### config.mk
export PLATFORM = sky130hd
export DESIGN_NAME = mcas_top
export DESIGN_NICKNAME = d
export VERILOG_FILES = /design/src/mcas_pkg.sv /design/src/mcas_top.sv /design/src/mcas_out_div.sv
export SDC_FILE = /design/constraint.sdc
export NUM_CORES = 1
export LEC_CHECK = 0
export BUFFER_PORTS_ARGS = -buffer_cell sky130_fd_sc_hd__buf_2
export CORE_MARGIN = 2
export CORE_UTILIZATION = 45
export CTS_CLUSTER_SIZE = 12
export DETAILED_ROUTE_END_ITERATION = 16
export SYNTH_ARGS = -nofsm -noshare
export SYNTH_HDL_FRONTEND = slang
export SYNTH_SLANG_ARGS = --single-unit
export TNS_END_PERCENT = 100
### constraint.sdc
create_clock -name clk -period 10.2 [get_ports clk]
set_input_delay 2.55 -clock clk [delete_from_list [all_inputs] [get_ports clk]]
set_output_delay 2.55 -clock clk [all_outputs]
set_load 0.02 [all_outputs]
### src/mcas_pkg.sv
package mcas_pkg;

  // ----------------------------------------------------------------------
  // Register map (byte addresses, one aligned word each)
  // ----------------------------------------------------------------------
  localparam logic [7:0] CTRL_OFS = 8'h00;
  localparam logic [7:0] STAT_OFS = 8'h04;
  localparam logic [7:0] OCFG_BASE_OFS = 8'h10;

  // Control word fields.
  localparam int CTRL_SW_BIT = 0;
  localparam int CTRL_TRAIL_BIT = 1;
  localparam int CTRL_AUTO_BIT = 2;
  localparam logic [2:0] CTRL_RST = 3'h0;

  // Per-output configuration word fields.
  localparam int DIV_W = 8;
  localparam int DLY_W = 12;
  localparam int OCFG_DIV_LSB = 0;
  localparam int OCFG_DLY_LSB = 8;
  localparam int OCFG_EN_BIT = 24;
  localparam int OCFG_ROLE_BIT = 25;
  localparam logic [DIV_W-1:0] DIV_RST = 8'h04;
  localparam logic [DIV_W-1:0] DIV_MIN = 8'h02;

  // Status word fields.
  localparam int STAT_REQ_BIT = 3;
  localparam int STAT_FRZ_LSB = 8;

  // ----------------------------------------------------------------------
  // Timing
  // ----------------------------------------------------------------------
  localparam int CLK_PERIOD_PS = 10000;
  localparam int FEED_TIME_NS = 2000;
  localparam int FEED_CYC = (FEED_TIME_NS * 1000 + CLK_PERIOD_PS - 1) / CLK_PERIOD_PS;
  localparam int ARM_TIME_NS = 500;
  localparam int ARM_CYC = (ARM_TIME_NS * 1000 + CLK_PERIOD_PS - 1) / CLK_PERIOD_PS;
  localparam int TRAIL_SKIP = 7;
  localparam int TRAIL_MULT = 7;
  localparam int CNT_W = 16;

  // ----------------------------------------------------------------------
  // Types
  // ----------------------------------------------------------------------
  typedef enum logic [2:0] {
    ST_IDLE = 3'h0,
    ST_FEED = 3'h1,
    ST_FREEZE = 3'h3,
    ST_HELD = 3'h2,
    ST_ARM = 3'h6,
    ST_LAUNCH = 3'h7
  } mcas_state_t;

  typedef struct packed {
    logic role;
    logic en;
    logic [DLY_W-1:0] dly;
    logic [DIV_W-1:0] div;
  } mcas_ocfg_t;

endpackage

### src/mcas_top.sv
// Notes on behaviour
// - Request from pin or software bit.
// - Pin and software bit are ORed.
// - Combined request retimed through flip-flop chain.
// - Retimed request resampled on feedback divider.
// - Rising request starts initialization, then holds.
// - Enabled divider runs until fall, freezes low.
// - Feed trailing devices, then freeze own outputs.
// - Falling request starts completion.
// - Arm trailing devices, sync dividers, resume.
// - Trailing role skips seven edges, resumes eighth.
// - Three modes: disabled, drive, align.
// - Disabled outputs keep toggling throughout.
// - Each output has its own enable bit.
// - Drive outputs have own divide ratio.
// - Align outputs match trailing-device outputs.
// - Per-output cycle delay applied at restart.
// - No runt pulses when gating.
// - Role bit picks mode, auto delay.
`timescale 1ns/1ns
`default_nettype none

module mcas_top #(
  parameter int N_OUT = 4,
  parameter int SYNC_STAGES = 2,
  parameter bit HAS_PLL = 1'b1,
  parameter int FB_DIV = 4
) (
  // Clock and reset
  input wire logic clk,
  input wire logic rstn,
  // Request pin
  input wire logic shared_align_request_pin,
  // AHB-Lite slave
  input wire logic hsel,
  input wire logic [31:0] haddr,
  input wire logic [1:0] htrans,
  input wire logic hwrite,
  input wire logic [2:0] hsize,
  input wire logic [31:0] hwdata,
  input wire logic hready,
  output logic hreadyout,
  output logic hresp,
  output logic [31:0] hrdata,
  // Divided clock outputs
  output logic [N_OUT-1:0] clk_out
);

  // ----------------------------------------------------------------------
  // Register decode helpers
  // ----------------------------------------------------------------------
  function automatic logic is_ocfg(input logic [7:0] ofs);
    logic [7:0] top;
    top = mcas_pkg::OCFG_BASE_OFS + 8'(N_OUT * 4);
    return (ofs >= mcas_pkg::OCFG_BASE_OFS) && (ofs < top) && (ofs[1:0] == 2'b00);
  endfunction

  function automatic logic [7:0] ocfg_idx(input logic [7:0] ofs);
    logic [7:0] rel;
    rel = ofs - mcas_pkg::OCFG_BASE_OFS;
    return rel >> 2;
  endfunction

  // ----------------------------------------------------------------------
  // Bus slave state
  // ----------------------------------------------------------------------
  logic pend_r;
  logic pend_wr_r;
  logic [7:0] pend_ofs_r;
  logic sw_align_r;
  logic trail_role_r;
  logic auto_dly_r;
  mcas_pkg::mcas_ocfg_t ocfg_r [N_OUT];
  logic addr_ok;
  logic wr_now;

  // Every transfer gets one wait state so that read data comes from a flop.
  assign addr_ok = hsel && htrans[1] && hready;
  assign wr_now = pend_r && pend_wr_r;

  always_ff @(posedge clk) begin
    if (!rstn) begin
      pend_r <= 1'b0;
      pend_wr_r <= 1'b0;
      pend_ofs_r <= 8'h00;
    end else if (addr_ok) begin
      pend_r <= 1'b1;
      pend_wr_r <= hwrite && (hsize == 3'h2);
      pend_ofs_r <= haddr[7:0];
    end else begin
      pend_r <= 1'b0;
    end
  end

  always_ff @(posedge clk) begin
    if (!rstn) begin
      hreadyout <= 1'b1;
      hresp <= 1'b0;
    end else begin
      hreadyout <= !addr_ok;
      hresp <= 1'b0;
    end
  end

  // ----------------------------------------------------------------------
  // Control register
  // ----------------------------------------------------------------------
  always_ff @(posedge clk) begin
    if (!rstn) begin
      sw_align_r <= mcas_pkg::CTRL_RST[mcas_pkg::CTRL_SW_BIT];
      trail_role_r <= mcas_pkg::CTRL_RST[mcas_pkg::CTRL_TRAIL_BIT];
      auto_dly_r <= mcas_pkg::CTRL_RST[mcas_pkg::CTRL_AUTO_BIT];
    end else if (wr_now && pend_ofs_r == mcas_pkg::CTRL_OFS) begin
      sw_align_r <= hwdata[mcas_pkg::CTRL_SW_BIT];
      trail_role_r <= hwdata[mcas_pkg::CTRL_TRAIL_BIT];
      auto_dly_r <= hwdata[mcas_pkg::CTRL_AUTO_BIT];
    end
  end

  // ----------------------------------------------------------------------
  // Per-output configuration registers
  // ----------------------------------------------------------------------
  genvar gi;
  generate
    for (gi = 0; gi < N_OUT; gi++) begin : g_cfg
      always_ff @(posedge clk) begin
        if (!rstn) begin
          ocfg_r[gi].div <= mcas_pkg::DIV_RST;
          ocfg_r[gi].dly <= 12'h000;
          ocfg_r[gi].en <= 1'b0;
          ocfg_r[gi].role <= 1'b0;
        end else if (wr_now && is_ocfg(pend_ofs_r) && ocfg_idx(pend_ofs_r) == 8'(gi)) begin
          ocfg_r[gi].div <= hwdata[mcas_pkg::OCFG_DIV_LSB +: mcas_pkg::DIV_W];
          ocfg_r[gi].dly <= hwdata[mcas_pkg::OCFG_DLY_LSB +: mcas_pkg::DLY_W];
          ocfg_r[gi].en <= hwdata[mcas_pkg::OCFG_EN_BIT];
          ocfg_r[gi].role <= hwdata[mcas_pkg::OCFG_ROLE_BIT];
        end
      end
    end
  endgenerate

  // ----------------------------------------------------------------------
  // Request combining and retiming
  // ----------------------------------------------------------------------
  localparam int STG = (SYNC_STAGES < 2) ? 2 : SYNC_STAGES;

  logic req_comb;
  logic [STG-1:0] req_sync_r;
  logic [7:0] fb_cnt_r;
  logic fb_tick;
  logic req_fb_r;
  logic req_prev_r;
  logic req_rise;

  // The pin is taken as synchronous, but the chain stays so the pin may be
  // driven from a foreign clock without changing the sequence timing.
  assign req_comb = shared_align_request_pin | sw_align_r;

  always_ff @(posedge clk) begin
    if (!rstn) begin
      req_sync_r <= '0;
    end else begin
      req_sync_r <= {req_sync_r[STG-2:0], req_comb};
    end
  end

  // Feedback divider tick that paces the final resample.
  assign fb_tick = (fb_cnt_r == 8'(FB_DIV - 1));

  always_ff @(posedge clk) begin
    if (!rstn) begin
      fb_cnt_r <= 8'h00;
    end else if (fb_tick) begin
      fb_cnt_r <= 8'h00;
    end else begin
      fb_cnt_r <= fb_cnt_r + 8'h01;
    end
  end

  always_ff @(posedge clk) begin
    if (!rstn) begin
      req_fb_r <= 1'b0;
    end else if (!HAS_PLL || fb_tick) begin
      req_fb_r <= req_sync_r[STG-1];
    end
  end

  always_ff @(posedge clk) begin
    if (!rstn) begin
      req_prev_r <= 1'b0;
    end else begin
      req_prev_r <= req_fb_r;
    end
  end

  assign req_rise = req_fb_r && !req_prev_r;

  // ----------------------------------------------------------------------
  // Delay selection
  // ----------------------------------------------------------------------
  logic [mcas_pkg::DIV_W-1:0] drv_max;
  logic [mcas_pkg::DLY_W-1:0] eff_dly [N_OUT];

  always_comb begin
    drv_max = 8'h00;
    for (int i = 0; i < N_OUT; i++) begin
      if (ocfg_r[i].en && ocfg_r[i].role && ocfg_r[i].div > drv_max) begin
        drv_max = ocfg_r[i].div;
      end
    end
  end

  // Automatic delay keeps drive outputs on the slowest drive output and
  // shifts align outputs past the trailing devices' propagation.
  generate
    for (gi = 0; gi < N_OUT; gi++) begin : g_dly
      always_comb begin
        if (!auto_dly_r) begin
          eff_dly[gi] = ocfg_r[gi].dly;
        end else if (ocfg_r[gi].role) begin
          eff_dly[gi] = 12'((drv_max - ocfg_r[gi].div) * mcas_pkg::TRAIL_MULT);
        end else begin
          eff_dly[gi] = 12'(drv_max * mcas_pkg::TRAIL_MULT);
        end
      end
    end
  endgenerate

  // ----------------------------------------------------------------------
  // Sequencer
  // ----------------------------------------------------------------------
  mcas_pkg::mcas_state_t state_r;
  logic [mcas_pkg::CNT_W-1:0] cnt_r;
  logic [N_OUT-1:0] en_mask;
  logic [N_OUT-1:0] frozen;
  logic all_frozen;
  logic freeze_req;
  logic restart;

  generate
    for (gi = 0; gi < N_OUT; gi++) begin : g_mask
      assign en_mask[gi] = ocfg_r[gi].en;
    end
  endgenerate

  assign all_frozen = &(frozen | ~en_mask);
  assign freeze_req = (state_r == mcas_pkg::ST_FREEZE);
  assign restart = (state_r == mcas_pkg::ST_LAUNCH);

  always_ff @(posedge clk) begin
    if (!rstn) begin
      state_r <= mcas_pkg::ST_IDLE;
    end else begin
      unique case (state_r)
        mcas_pkg::ST_IDLE: begin
          if (req_rise) begin
            // A trailing-role device has nothing downstream to feed.
            state_r <= trail_role_r ? mcas_pkg::ST_FREEZE : mcas_pkg::ST_FEED;
          end
        end
        mcas_pkg::ST_FEED: begin
          if (cnt_r == 16'(mcas_pkg::FEED_CYC - 1)) begin
            state_r <= mcas_pkg::ST_FREEZE;
          end
        end
        mcas_pkg::ST_FREEZE: begin
          if (all_frozen) begin
            state_r <= mcas_pkg::ST_HELD;
          end
        end
        mcas_pkg::ST_HELD: begin
          // Completion only follows a finished initialization; a request
          // dropped early is acted on once every enabled output is low.
          if (!req_fb_r) begin
            state_r <= mcas_pkg::ST_ARM;
          end
        end
        mcas_pkg::ST_ARM: begin
          if (trail_role_r && cnt_r == 16'(mcas_pkg::TRAIL_SKIP - 1)) begin
            state_r <= mcas_pkg::ST_LAUNCH;
          end else if (!trail_role_r && cnt_r == 16'(mcas_pkg::ARM_CYC - 1)) begin
            state_r <= mcas_pkg::ST_LAUNCH;
          end
        end
        mcas_pkg::ST_LAUNCH: begin
          state_r <= mcas_pkg::ST_IDLE;
        end
        default: begin
          state_r <= mcas_pkg::ST_IDLE;
        end
      endcase
    end
  end

  always_ff @(posedge clk) begin
    if (!rstn) begin
      cnt_r <= 16'h0000;
    end else if (state_r == mcas_pkg::ST_FEED || state_r == mcas_pkg::ST_ARM) begin
      cnt_r <= cnt_r + 16'h0001;
    end else begin
      cnt_r <= 16'h0000;
    end
  end

  // ----------------------------------------------------------------------
  // Output dividers
  // ----------------------------------------------------------------------
  generate
    for (gi = 0; gi < N_OUT; gi++) begin : g_out
      mcas_out_div u_div (
        .clk(clk),
        .rstn(rstn),
        .cfg(ocfg_r[gi]),
        .eff_dly(eff_dly[gi]),
        .freeze_req(freeze_req && ocfg_r[gi].en),
        .restart(restart && ocfg_r[gi].en),
        .clk_out(clk_out[gi]),
        .frozen(frozen[gi])
      );
    end
  endgenerate

  // ----------------------------------------------------------------------
  // Read data
  // ----------------------------------------------------------------------
  logic [31:0] rd_val;

  always_comb begin
    rd_val = 32'h0000_0000;
    if (pend_ofs_r == mcas_pkg::CTRL_OFS) begin
      rd_val[mcas_pkg::CTRL_SW_BIT] = sw_align_r;
      rd_val[mcas_pkg::CTRL_TRAIL_BIT] = trail_role_r;
      rd_val[mcas_pkg::CTRL_AUTO_BIT] = auto_dly_r;
    end else if (pend_ofs_r == mcas_pkg::STAT_OFS) begin
      rd_val[2:0] = state_r;
      rd_val[mcas_pkg::STAT_REQ_BIT] = req_fb_r;
      rd_val[mcas_pkg::STAT_FRZ_LSB +: N_OUT] = frozen;
    end else if (is_ocfg(pend_ofs_r)) begin
      for (int i = 0; i < N_OUT; i++) begin
        if (ocfg_idx(pend_ofs_r) == 8'(i)) begin
          rd_val[mcas_pkg::OCFG_DIV_LSB +: mcas_pkg::DIV_W] = ocfg_r[i].div;
          rd_val[mcas_pkg::OCFG_DLY_LSB +: mcas_pkg::DLY_W] = ocfg_r[i].dly;
          rd_val[mcas_pkg::OCFG_EN_BIT] = ocfg_r[i].en;
          rd_val[mcas_pkg::OCFG_ROLE_BIT] = ocfg_r[i].role;
        end
      end
    end
  end

  always_ff @(posedge clk) begin
    if (!rstn) begin
      hrdata <= 32'h0000_0000;
    end else if (pend_r && !pend_wr_r) begin
      hrdata <= rd_val;
    end
  end

endmodule // mcas_top

`default_nettype wire

### src/mcas_out_div.sv
`timescale 1ns/1ns
`default_nettype none

module mcas_out_div (
  // Clock and reset
  input wire logic clk,
  input wire logic rstn,
  // Control
  input wire mcas_pkg::mcas_ocfg_t cfg,
  input wire logic [mcas_pkg::DLY_W-1:0] eff_dly,
  input wire logic freeze_req,
  input wire logic restart,
  // Output
  output logic clk_out,
  output logic frozen
);

  logic [mcas_pkg::DIV_W-1:0] div_eff;
  logic [mcas_pkg::DIV_W-1:0] hi_len;
  logic [mcas_pkg::DIV_W-1:0] cnt_r;
  logic [mcas_pkg::DIV_W-1:0] cnt_nxt;
  logic [mcas_pkg::DLY_W-1:0] dly_r;
  logic wait_r;
  logic out_nxt;

  assign div_eff = (cfg.div < mcas_pkg::DIV_MIN) ? mcas_pkg::DIV_MIN : cfg.div;
  assign hi_len = div_eff >> 1;
  assign cnt_nxt = (cnt_r == div_eff - 8'h01) ? 8'h00 : cnt_r + 8'h01;
  assign out_nxt = cnt_nxt < hi_len;

  // Each high and low interval is whole: the counter only stops right after a
  // fall and only restarts at the start of a high interval.
  always_ff @(posedge clk) begin
    if (!rstn) begin
      cnt_r <= 8'h00;
      clk_out <= 1'b0;
      frozen <= 1'b0;
      wait_r <= 1'b0;
      dly_r <= 12'h000;
    end else if (!frozen) begin
      cnt_r <= cnt_nxt;
      clk_out <= out_nxt;
      if (freeze_req && clk_out && !out_nxt) begin
        frozen <= 1'b1;
      end
    end else if (restart) begin
      wait_r <= 1'b1;
      dly_r <= eff_dly;
    end else if (wait_r) begin
      if (dly_r == 12'h000) begin
        wait_r <= 1'b0;
        frozen <= 1'b0;
        cnt_r <= 8'h00;
        clk_out <= 1'b1;
      end else begin
        dly_r <= dly_r - 12'h001;
      end
    end
  end

endmodule // mcas_out_div

`default_nettype wire

==> summary.md, run 1 <==
| Metric | Value |
|---|---|
| Commonest cells in the netlist | nor2_1 (254), inv_1 (250), ha_1 (176) |
| Synth Flop Type | dfxtp_1 |
| Post-synth EDFFs | 88 |
| Number of global-route vias before repair | 17300 |
| Final ANT Viol Nets | 0 |
| Fin nets | 2855 |
| Top cells by area, synth | dfxtp_1 (16%), edfxtp_1 (13%), ha_1 (11%) |
| Final hold slack | 0.425 ns |
| Pre-CTS setup slack | -0.142 ns |
| Clock Latency Late Sink | 0.61 ns |
| DRC viols | 0 |
| Final setup fails | 0 |
| Crit Path Max Fanout | 6 |
| Seq/Total Area, Yosys | 28.8% |
| Sw power | 0.00113 W |
| Die Height | 216 um |
| YS warnings | 0 |
| Layout cell share with drive strength beyond 1 | 13.7% |
| Final WL | 65.1 mm |
| #FFs+latches synth | 247 |
| CTS tree | done |
| Synth area leader | dfxtp_1 |
| Hold Fails Final Rpt | 0 |
| IO Count | 113 |
| Max transition margin | 24.8% |
| CP max stage cell | fa_1 |
| Remaining Overflow, GRT | 0 |
| RSZ-0062 raised after global routing | yes |
| Core Area | 44300 sq um |
| WL/cell | 20.5 um |
| Clock share of power | 34.6% |
| Fmax | 0.101 GHz |
| Clk root buf | clkbuf_16 |
| # diodes | 0 |
| Drt first pass iters | 8 |
| Fin crit period | 9.90 ns |
| Pleak | 9.81 nW |
| Max VDD drop | 0.000137 V |
| Port Buffers | 66 |
| # hold bufs at CTS | 0 |
| Antenna violations before repair | 2 |
| Clk sink count | 247 |
| Die Wd | 216 um |
| Switching part of the total power | 33.3% |
| Critical Path Sink Type | flop |
| WP data required | 10.64 ns |
| Avg Inst Size Synth | 8.23 sq um |
| CP dominant cell by count | ha_1 |
| Fraction of registers with async set/reset | 0% |
| Area growth syn-to-layout | 14.6% |
| Startpoint types | flop |
| H-tree Lvls | 1 |
| Power per cell area | 146 nW/um^2 |
| DP HPWL | 49.4 mm |
| Combinational share of power | 33.7% |
| Status | finished clean |
| Min setup slack post-route | 0.297 ns |
| Initial core utilization | 45.6% |
| Max incr delay on CP | 0.50 ns |
| CTS max path bufs | 3 |
| Pin slew with the least headroom to its limit | 1.13 ns |
| Row count | 77 |
| Netlist cell types | 89 |
| Number of CTS-inserted buffers | 30 |
| CTS clock-pin slew for the worst setup and hold paths | 0.06 ns |
| Max_cap viols | 0 |
| DR vias | 18400 |
| Fin Setup TNS | 0 ns |
| Reg power frac | 31.7% |
| Final GP Congestion | 0.945 |
| Pins Over Slew Limit | 0 |
| Setup Crit Path Kind | flop to flop |
| Synthesized instance count | 2456 |
| CP Data Arrival Time | 10.35 ns |
| Most numerous cell in the Yosys netlist | nor2_1 |
| Final worst-path cycle share | 97.1% |
| Share of the synthesized area in the top cell type | 15.7% |
| DRT iter0 DRCs | 1511 |
| Hold Crit Class | flop to flop |
| Gr usage total | 27.3% |
| First-pass GRT wire length | 99.4 mm |
| Vias per cell | 5.78 |
| Internal power component | 0.00226 W |
| Skew final | 0.0317 ns |
| Die ar. | 46600 sq um |
| Netlist Area Pre-Place | 20200 sq um |
| Largest net degree at the start of global routing | 52 |
[layout by cell type, fill, tap and decap left out, drive strengths merged, types with 11 or more instances in the layout]
cell,Yosys,layout
nor2,254,254
inv,252,251
buf,32,188
ha,176,176
nand2,164,164
dfxtp,159,159
a21oi,157,157
o21ai,156,156
and2,99,99
edfxtp,88,88
xnor2,77,77
mux2i,63,63
nand3,58,58
xor2,54,54
nor3,52,52
nor2b,43,43
fa,40,40
clkbuf,91,36
nand2b,34,34
a22oi,33,33
o211ai,30,30
o21a,23,23
a211oi,22,22
and3,21,21
a21o,21,21
nor4,20,20
a31oi,19,19
or3,18,18
nand4,17,17
a21boi,17,17
a2111oi,13,13
clkinv,1,13
o31ai,12,12
conb,1,11
[registers in the layout (all words and copies together) (netlist names)]
name	flops
ocfg_r	88
pend_r	1
req_sync_r	2
req_prev_r	1
g_out.u_div.clk_out	4
g_out.u_div.cnt_r	32
cnt_r	16
req_fb_r	1
trail_role_r	1
hreadyout	1
g_out.u_div.frozen	4
sw_align_r	1
fb_cnt_r	8
auto_dly_r	1
pend_wr_r	1
pend_ofs_r	8
state_r	3
g_out.u_div.dly_r	48
g_out.u_div.wait_r	4
hrdata	22
[per-stage QoR]
stage	total power, W	util, %	instances	cell area, sq um
2_1_floorplan	0.00185	-	2466	20300
3_3_place_gp	0.00216	48.9	3108	21700
3_5_place_dp	0.00218	48.9	3108	21700
4_1_cts	0.00336	51.4	3164	22800
5_1_grt	0.00359	52.3	3180	23200
6_report	0.00339	52.3	3180	23200
[cell families (layout without fill, tap and decap cells)]
group / Yosys count / in the layout / share of synthesized area [%]
AND/OR/NAND/NOR: 824 / 824 / 20.2
buffers and inverters: 376 / 497 / 7.39
multiplexers: 79 / 79 / 4.56
other: 1 / 11 / 0.0186
XOR/XNOR: 131 / 131 / 5.68
AO/OA/AOI/OAI: 582 / 583 / 18.5
adder cells (fa/ha/maj): 216 / 216 / 14.9
flip-flops: 247 / 247 / 28.8
[worst max-delay path: cells and delay by family, from the launching register on]
kind,cells,cell delay (ns)
AOI/OAI and AO/OA,19,3.47
xor gates and xnor gates,3,0.40
adders and majority gates,7,2.10
buffers and inverters,8,0.85
DFF,1,0.39
muxes,3,0.65
and+or+nand+nor,11,1.87
[power groups by stage]
| stage | logic [W] | registers (W) | clock network (W) |
|---|---|---|---|
| after floorplan | 0.000769 | 0.00108 | 0 |
| after global placement | 0.00106 | 0.00109 | 0 |
| after detailed placement | 0.00108 | 0.00109 | 0 |
| after CTS | 0.00110 | 0.00107 | 0.00119 |
| after global routing | 0.00128 | 0.00108 | 0.00123 |
| final | 0.00114 | 0.00107 | 0.00117 |
[repair_timing]
item,4_1_cts,5_1_grt
resized for setup,7,85
pin swaps,2,32
gates cloned,0,1
endpoints found under the setup margin,12,30
setup buffers,0,15
[metal layers]
layer | track usage (%) | up-vias | wire (um) | share of wire (%)
met5 | 0 | - | 23 | 0.035
met4 | 9.57 | 4 | 2420 | 3.7
met3 | 4.27 | 125 | 4950 | 7.6
met2 | 43.5 | 682 | 29200 | 45
met1 | 37.6 | 8796 | 28500 | 44
li1 | - | 8772 | - | -
[area by class of cell]
cell class	count	area [sq um]
inverters	253	951
fillers	4230	21200
flip-flops and latches	247	5830
repair buffers	188	1260
well taps	592	741
clock buffers	36	805
clock inverters	20	280
multi-input cells	1844	13300
[path summary, 6_finish.rpt]
kind	from	endpoint	slack, ns	cells past startpoint
min	req_sync_r[0]	req_sync_r[1]	0.42	1
max	ocfg_r[0][5]	g_out[2].u_div.dly_r[10]	0.30	51
max reg2reg	ocfg_r[0][5]	g_out[2].u_div.dly_r[10]	0.30	51
min reg2reg	req_sync_r[0]	req_sync_r[1]	0.42	1
(Power assumes the default switching activity.)
==> run 2, diff against run 1 <==
==> constraint.sdc (replaced) <==
create_clock -name clk -period 9.2 [get_ports clk]
set_input_delay 2.3 -clock clk [delete_from_list [all_inputs] [get_ports clk]]
set_output_delay 2.3 -clock clk [all_outputs]
set_load 0.05 [all_outputs]
==> summary.md, run 2 (synthesized netlist as in run 1, its figures left out) <==
| Metric | Value |
|---|---|
| Clk root buf | clkbuf_16 |
| Fin Setup TNS | -9.75 ns (-9.75 ns) |
| Number of global-route vias before repair | 18800 (+8.8%) |
| Layout cell share with drive strength beyond 1 | 28.2% (+15 points) |
| Area growth syn-to-layout | 30.7% |
| Critical Path Sink Type | flop |
| Commonest non-fill, non-tap cell in the layout | buf_4 |
| Core Area | 44300 sq um (unchanged) |
| Failing checks | setup timing |
| Crit Path Max Fanout | 6 (unchanged) |
| Clock share of power | 26.9% (-7.7 points) |
| Number of CTS-inserted buffers | 29 (-3.3%) |
| Fin nets | 3068 (+7.5%) |
| Pins Over Slew Limit | 0 (unchanged) |
| Cell Area, Placed | 23000 sq um (+6.3%) |
| Gr usage total | 28.5% (+1.2 points) |
| DRC viols | 0 (unchanged) |
| Die ar. | 46600 sq um (unchanged) |
| Max transition margin | 31.0% (+6.2 points) |
| Power per cell area | 173 nW/um^2 (+18%) |
| Sw power | 0.00158 W (+40%) |
| Final core utilization | 59.6% (+7.4 points) |
| DRT iter0 DRCs | 1770 (+17%) |
| Max VDD drop | 0.000195 V (+43%) |
| Fmax | 0.102 GHz (+1.1%) |
| Fin crit period | 9.79 ns (-0.112 ns) |
| Clk sink count | 247 (unchanged) |
| Fin area | 26400 sq um (+14%) |
| Final worst-path cycle share | 106% (+9.3 points) |
| Remaining Overflow, GRT | 0 (unchanged) |
| H-tree Lvls | 1 (unchanged) |
| Combinational share of power | 47.1% (+13 points) |
| CTS tree | done |
| Largest net degree at the start of global routing | 63 (+21%) |
| Switching part of the total power | 34.6% (+1.3 points) |
| Max reg flops | 88 (unchanged) |
| CP dominant cell by count | ha_4 |
| Startpoint types | flop |
| WP data required | 9.65 ns (-0.99 ns) |
| Hold Crit Class | flop to flop |
| CTS clock-pin slew for the worst setup and hold paths | 0.06 ns (about the same) |
| Most frequent cells in the layout | buf_4 (286), nor2_1 (228), inv_1 (201), nand2_1 (160), dfxtp_1 (157) |
| CP max stage cell | fa_1 |
| Pleak | 11.1 nW (+13%) |
| Max incr delay on CP | 0.51 ns (about the same) |
| WL/cell | 20.3 um (-1.0%) |
| Sequential cell area | 5830 sq um (unchanged) |
| Skew final | 0.0160 ns (-0.0157 ns) |
| Vias per cell | 5.76 (-0.32%) |
| RSZ-0062 raised after global routing | yes |
| DP HPWL | 50.2 mm (+1.6%) |
| Status | finished, violations left |
| First-pass GRT wire length | 104 mm (+4.9%) |
| Max_cap viols | 0 (unchanged) |
| Die Wd | 216 um (unchanged) |
| Area of the multi-input gates | 14700 sq um (+11%) |
| Filler instances | 3816 (-9.8%) |
| IO Count | 113 (unchanged) |
| Clock Latency Late Sink | 0.57 ns (-0.04 ns) |
| Biggest register | ocfg_r |
| Regs by FF count | ocfg_r x88, g_out.u_div.dly_r x48, g_out.u_div.cnt_r x32 |
| Final GP Congestion | 0.969 (+2.6%) |
| Internal power component | 0.00298 W (+32%) |
| Port Buffers | 66 (unchanged) |
| Final WL | 68.7 mm (+5.6%) |
| DR vias | 19500 (+6.4%) |
| Min setup slack post-route | -0.591 ns (-0.888 ns) |
| Die Height | 216 um (unchanged) |
| Row count | 77 (unchanged) |
| Hold Fails Final Rpt | 0 (unchanged) |
| CP Data Arrival Time | 10.24 ns (-0.11 ns) |
| Final setup fails | 27 (+27) |
| Antenna violations before repair | 1 (-1) |
| Setup Crit Path Kind | flop to flop |
| CTS max path bufs | 3 (unchanged) |
| Reg power frac | 26.0% (-5.7 points) |
| Initial core utilization | 45.6% (unchanged) |
| Pin slew with the least headroom to its limit | 1.03 ns (-0.0924 ns) |
| Drt first pass iters | 5 (-3) |
| Final ANT Viol Nets | 0 (unchanged) |
==> run 2: per-layer routing <==
| metal | track usage (%) | share of wire [%] | up-vias |
|---|---|---|---|
| met5 | 0 | 0 | - |
| met2 | 46.3 | 46 | 711 |
| li1 | - | - | 9195 |
| met1 | 38.7 | 42 | 9491 |
| met4 | 10.2 | 4.0 | 0 |
| met3 | 3.86 | 7.5 | 150 |
==> run 2: power by group through the flow <==
stage	Combinational, W	Sequential [W]	Clock, W
finish	0.00215	0.00119	0.00122
global route	0.00233	0.00119	0.00127
CTS	0.00186	0.00119	0.00123
detailed placement	0.00140	0.00121	0
global placement	0.00137	0.00121	0
floorplan	0.000877	0.00120	0
==> run 2: timing repair <==
item / 4_1_cts / 5_1_grt
setup endpoints to repair: 34 / 36
buffers inserted: 63 / 33
resized for setup: 241 / 157
cloned: 1 / 0
hold buffers: 0 / 0
pin swaps: 175 / 149
==> run 2: final cells by class <==
| cell class | instances | share of cell area, % |
|---|---|---|
| Inverter | 253 | 3.62 |
| Tap cell | 592 | 2.80 |
| Sequential cell | 247 | 22.1 |
| Clock buffer | 40 | 3.10 |
| Antenna cell | 1 | 0.00947 |
| Timing Repair Buffer | 402 | 12.0 |
| Clock inverter | 14 | 0.696 |
| Multi-Input combinational cell | 1844 | 55.8 |
==> run 2: worst max-delay path, delay by kind of cell (launching register included) <==
kind / cells / cell delay, ns
mux: 4 / 0.90
buf+inv: 9 / 0.87
fa+ha+maj: 8 / 1.96
compound gates: 20 / 3.58
simple gates: 14 / 1.91
flops: 1 / 0.42
==> run 2: final timing paths <==
path | start | endpoint | slack [ns] | cells past startpoint
setup reg to reg | ocfg_r[0][4] | g_out[0].u_div.dly_r[11] | -0.59 | 55
hold reg to reg | req_sync_r[0] | req_sync_r[1] | 0.44 | 1
setup / recovery | ocfg_r[0][4] | g_out[0].u_div.dly_r[11] | -0.59 | 55
hold / removal | req_sync_r[0] | req_sync_r[1] | 0.44 | 1
==> run 2: through the flow <==
step / std cells / hold WS, ns / setup WS [ns] / total power, W
2_1_floorplan: 2466 / 0.412 / -0.331 / 0.00207
3_3_place_gp: 3258 / 0.423 / -0.699 / 0.00258
3_5_place_dp: 3258 / 0.428 / -0.862 / 0.00261
4_1_cts: 3369 / 0.444 / -0.591 / 0.00428
5_1_grt: 3392 / 0.454 / -0.988 / 0.00479
6_report: 3393 / 0.438 / -0.591 / 0.00456
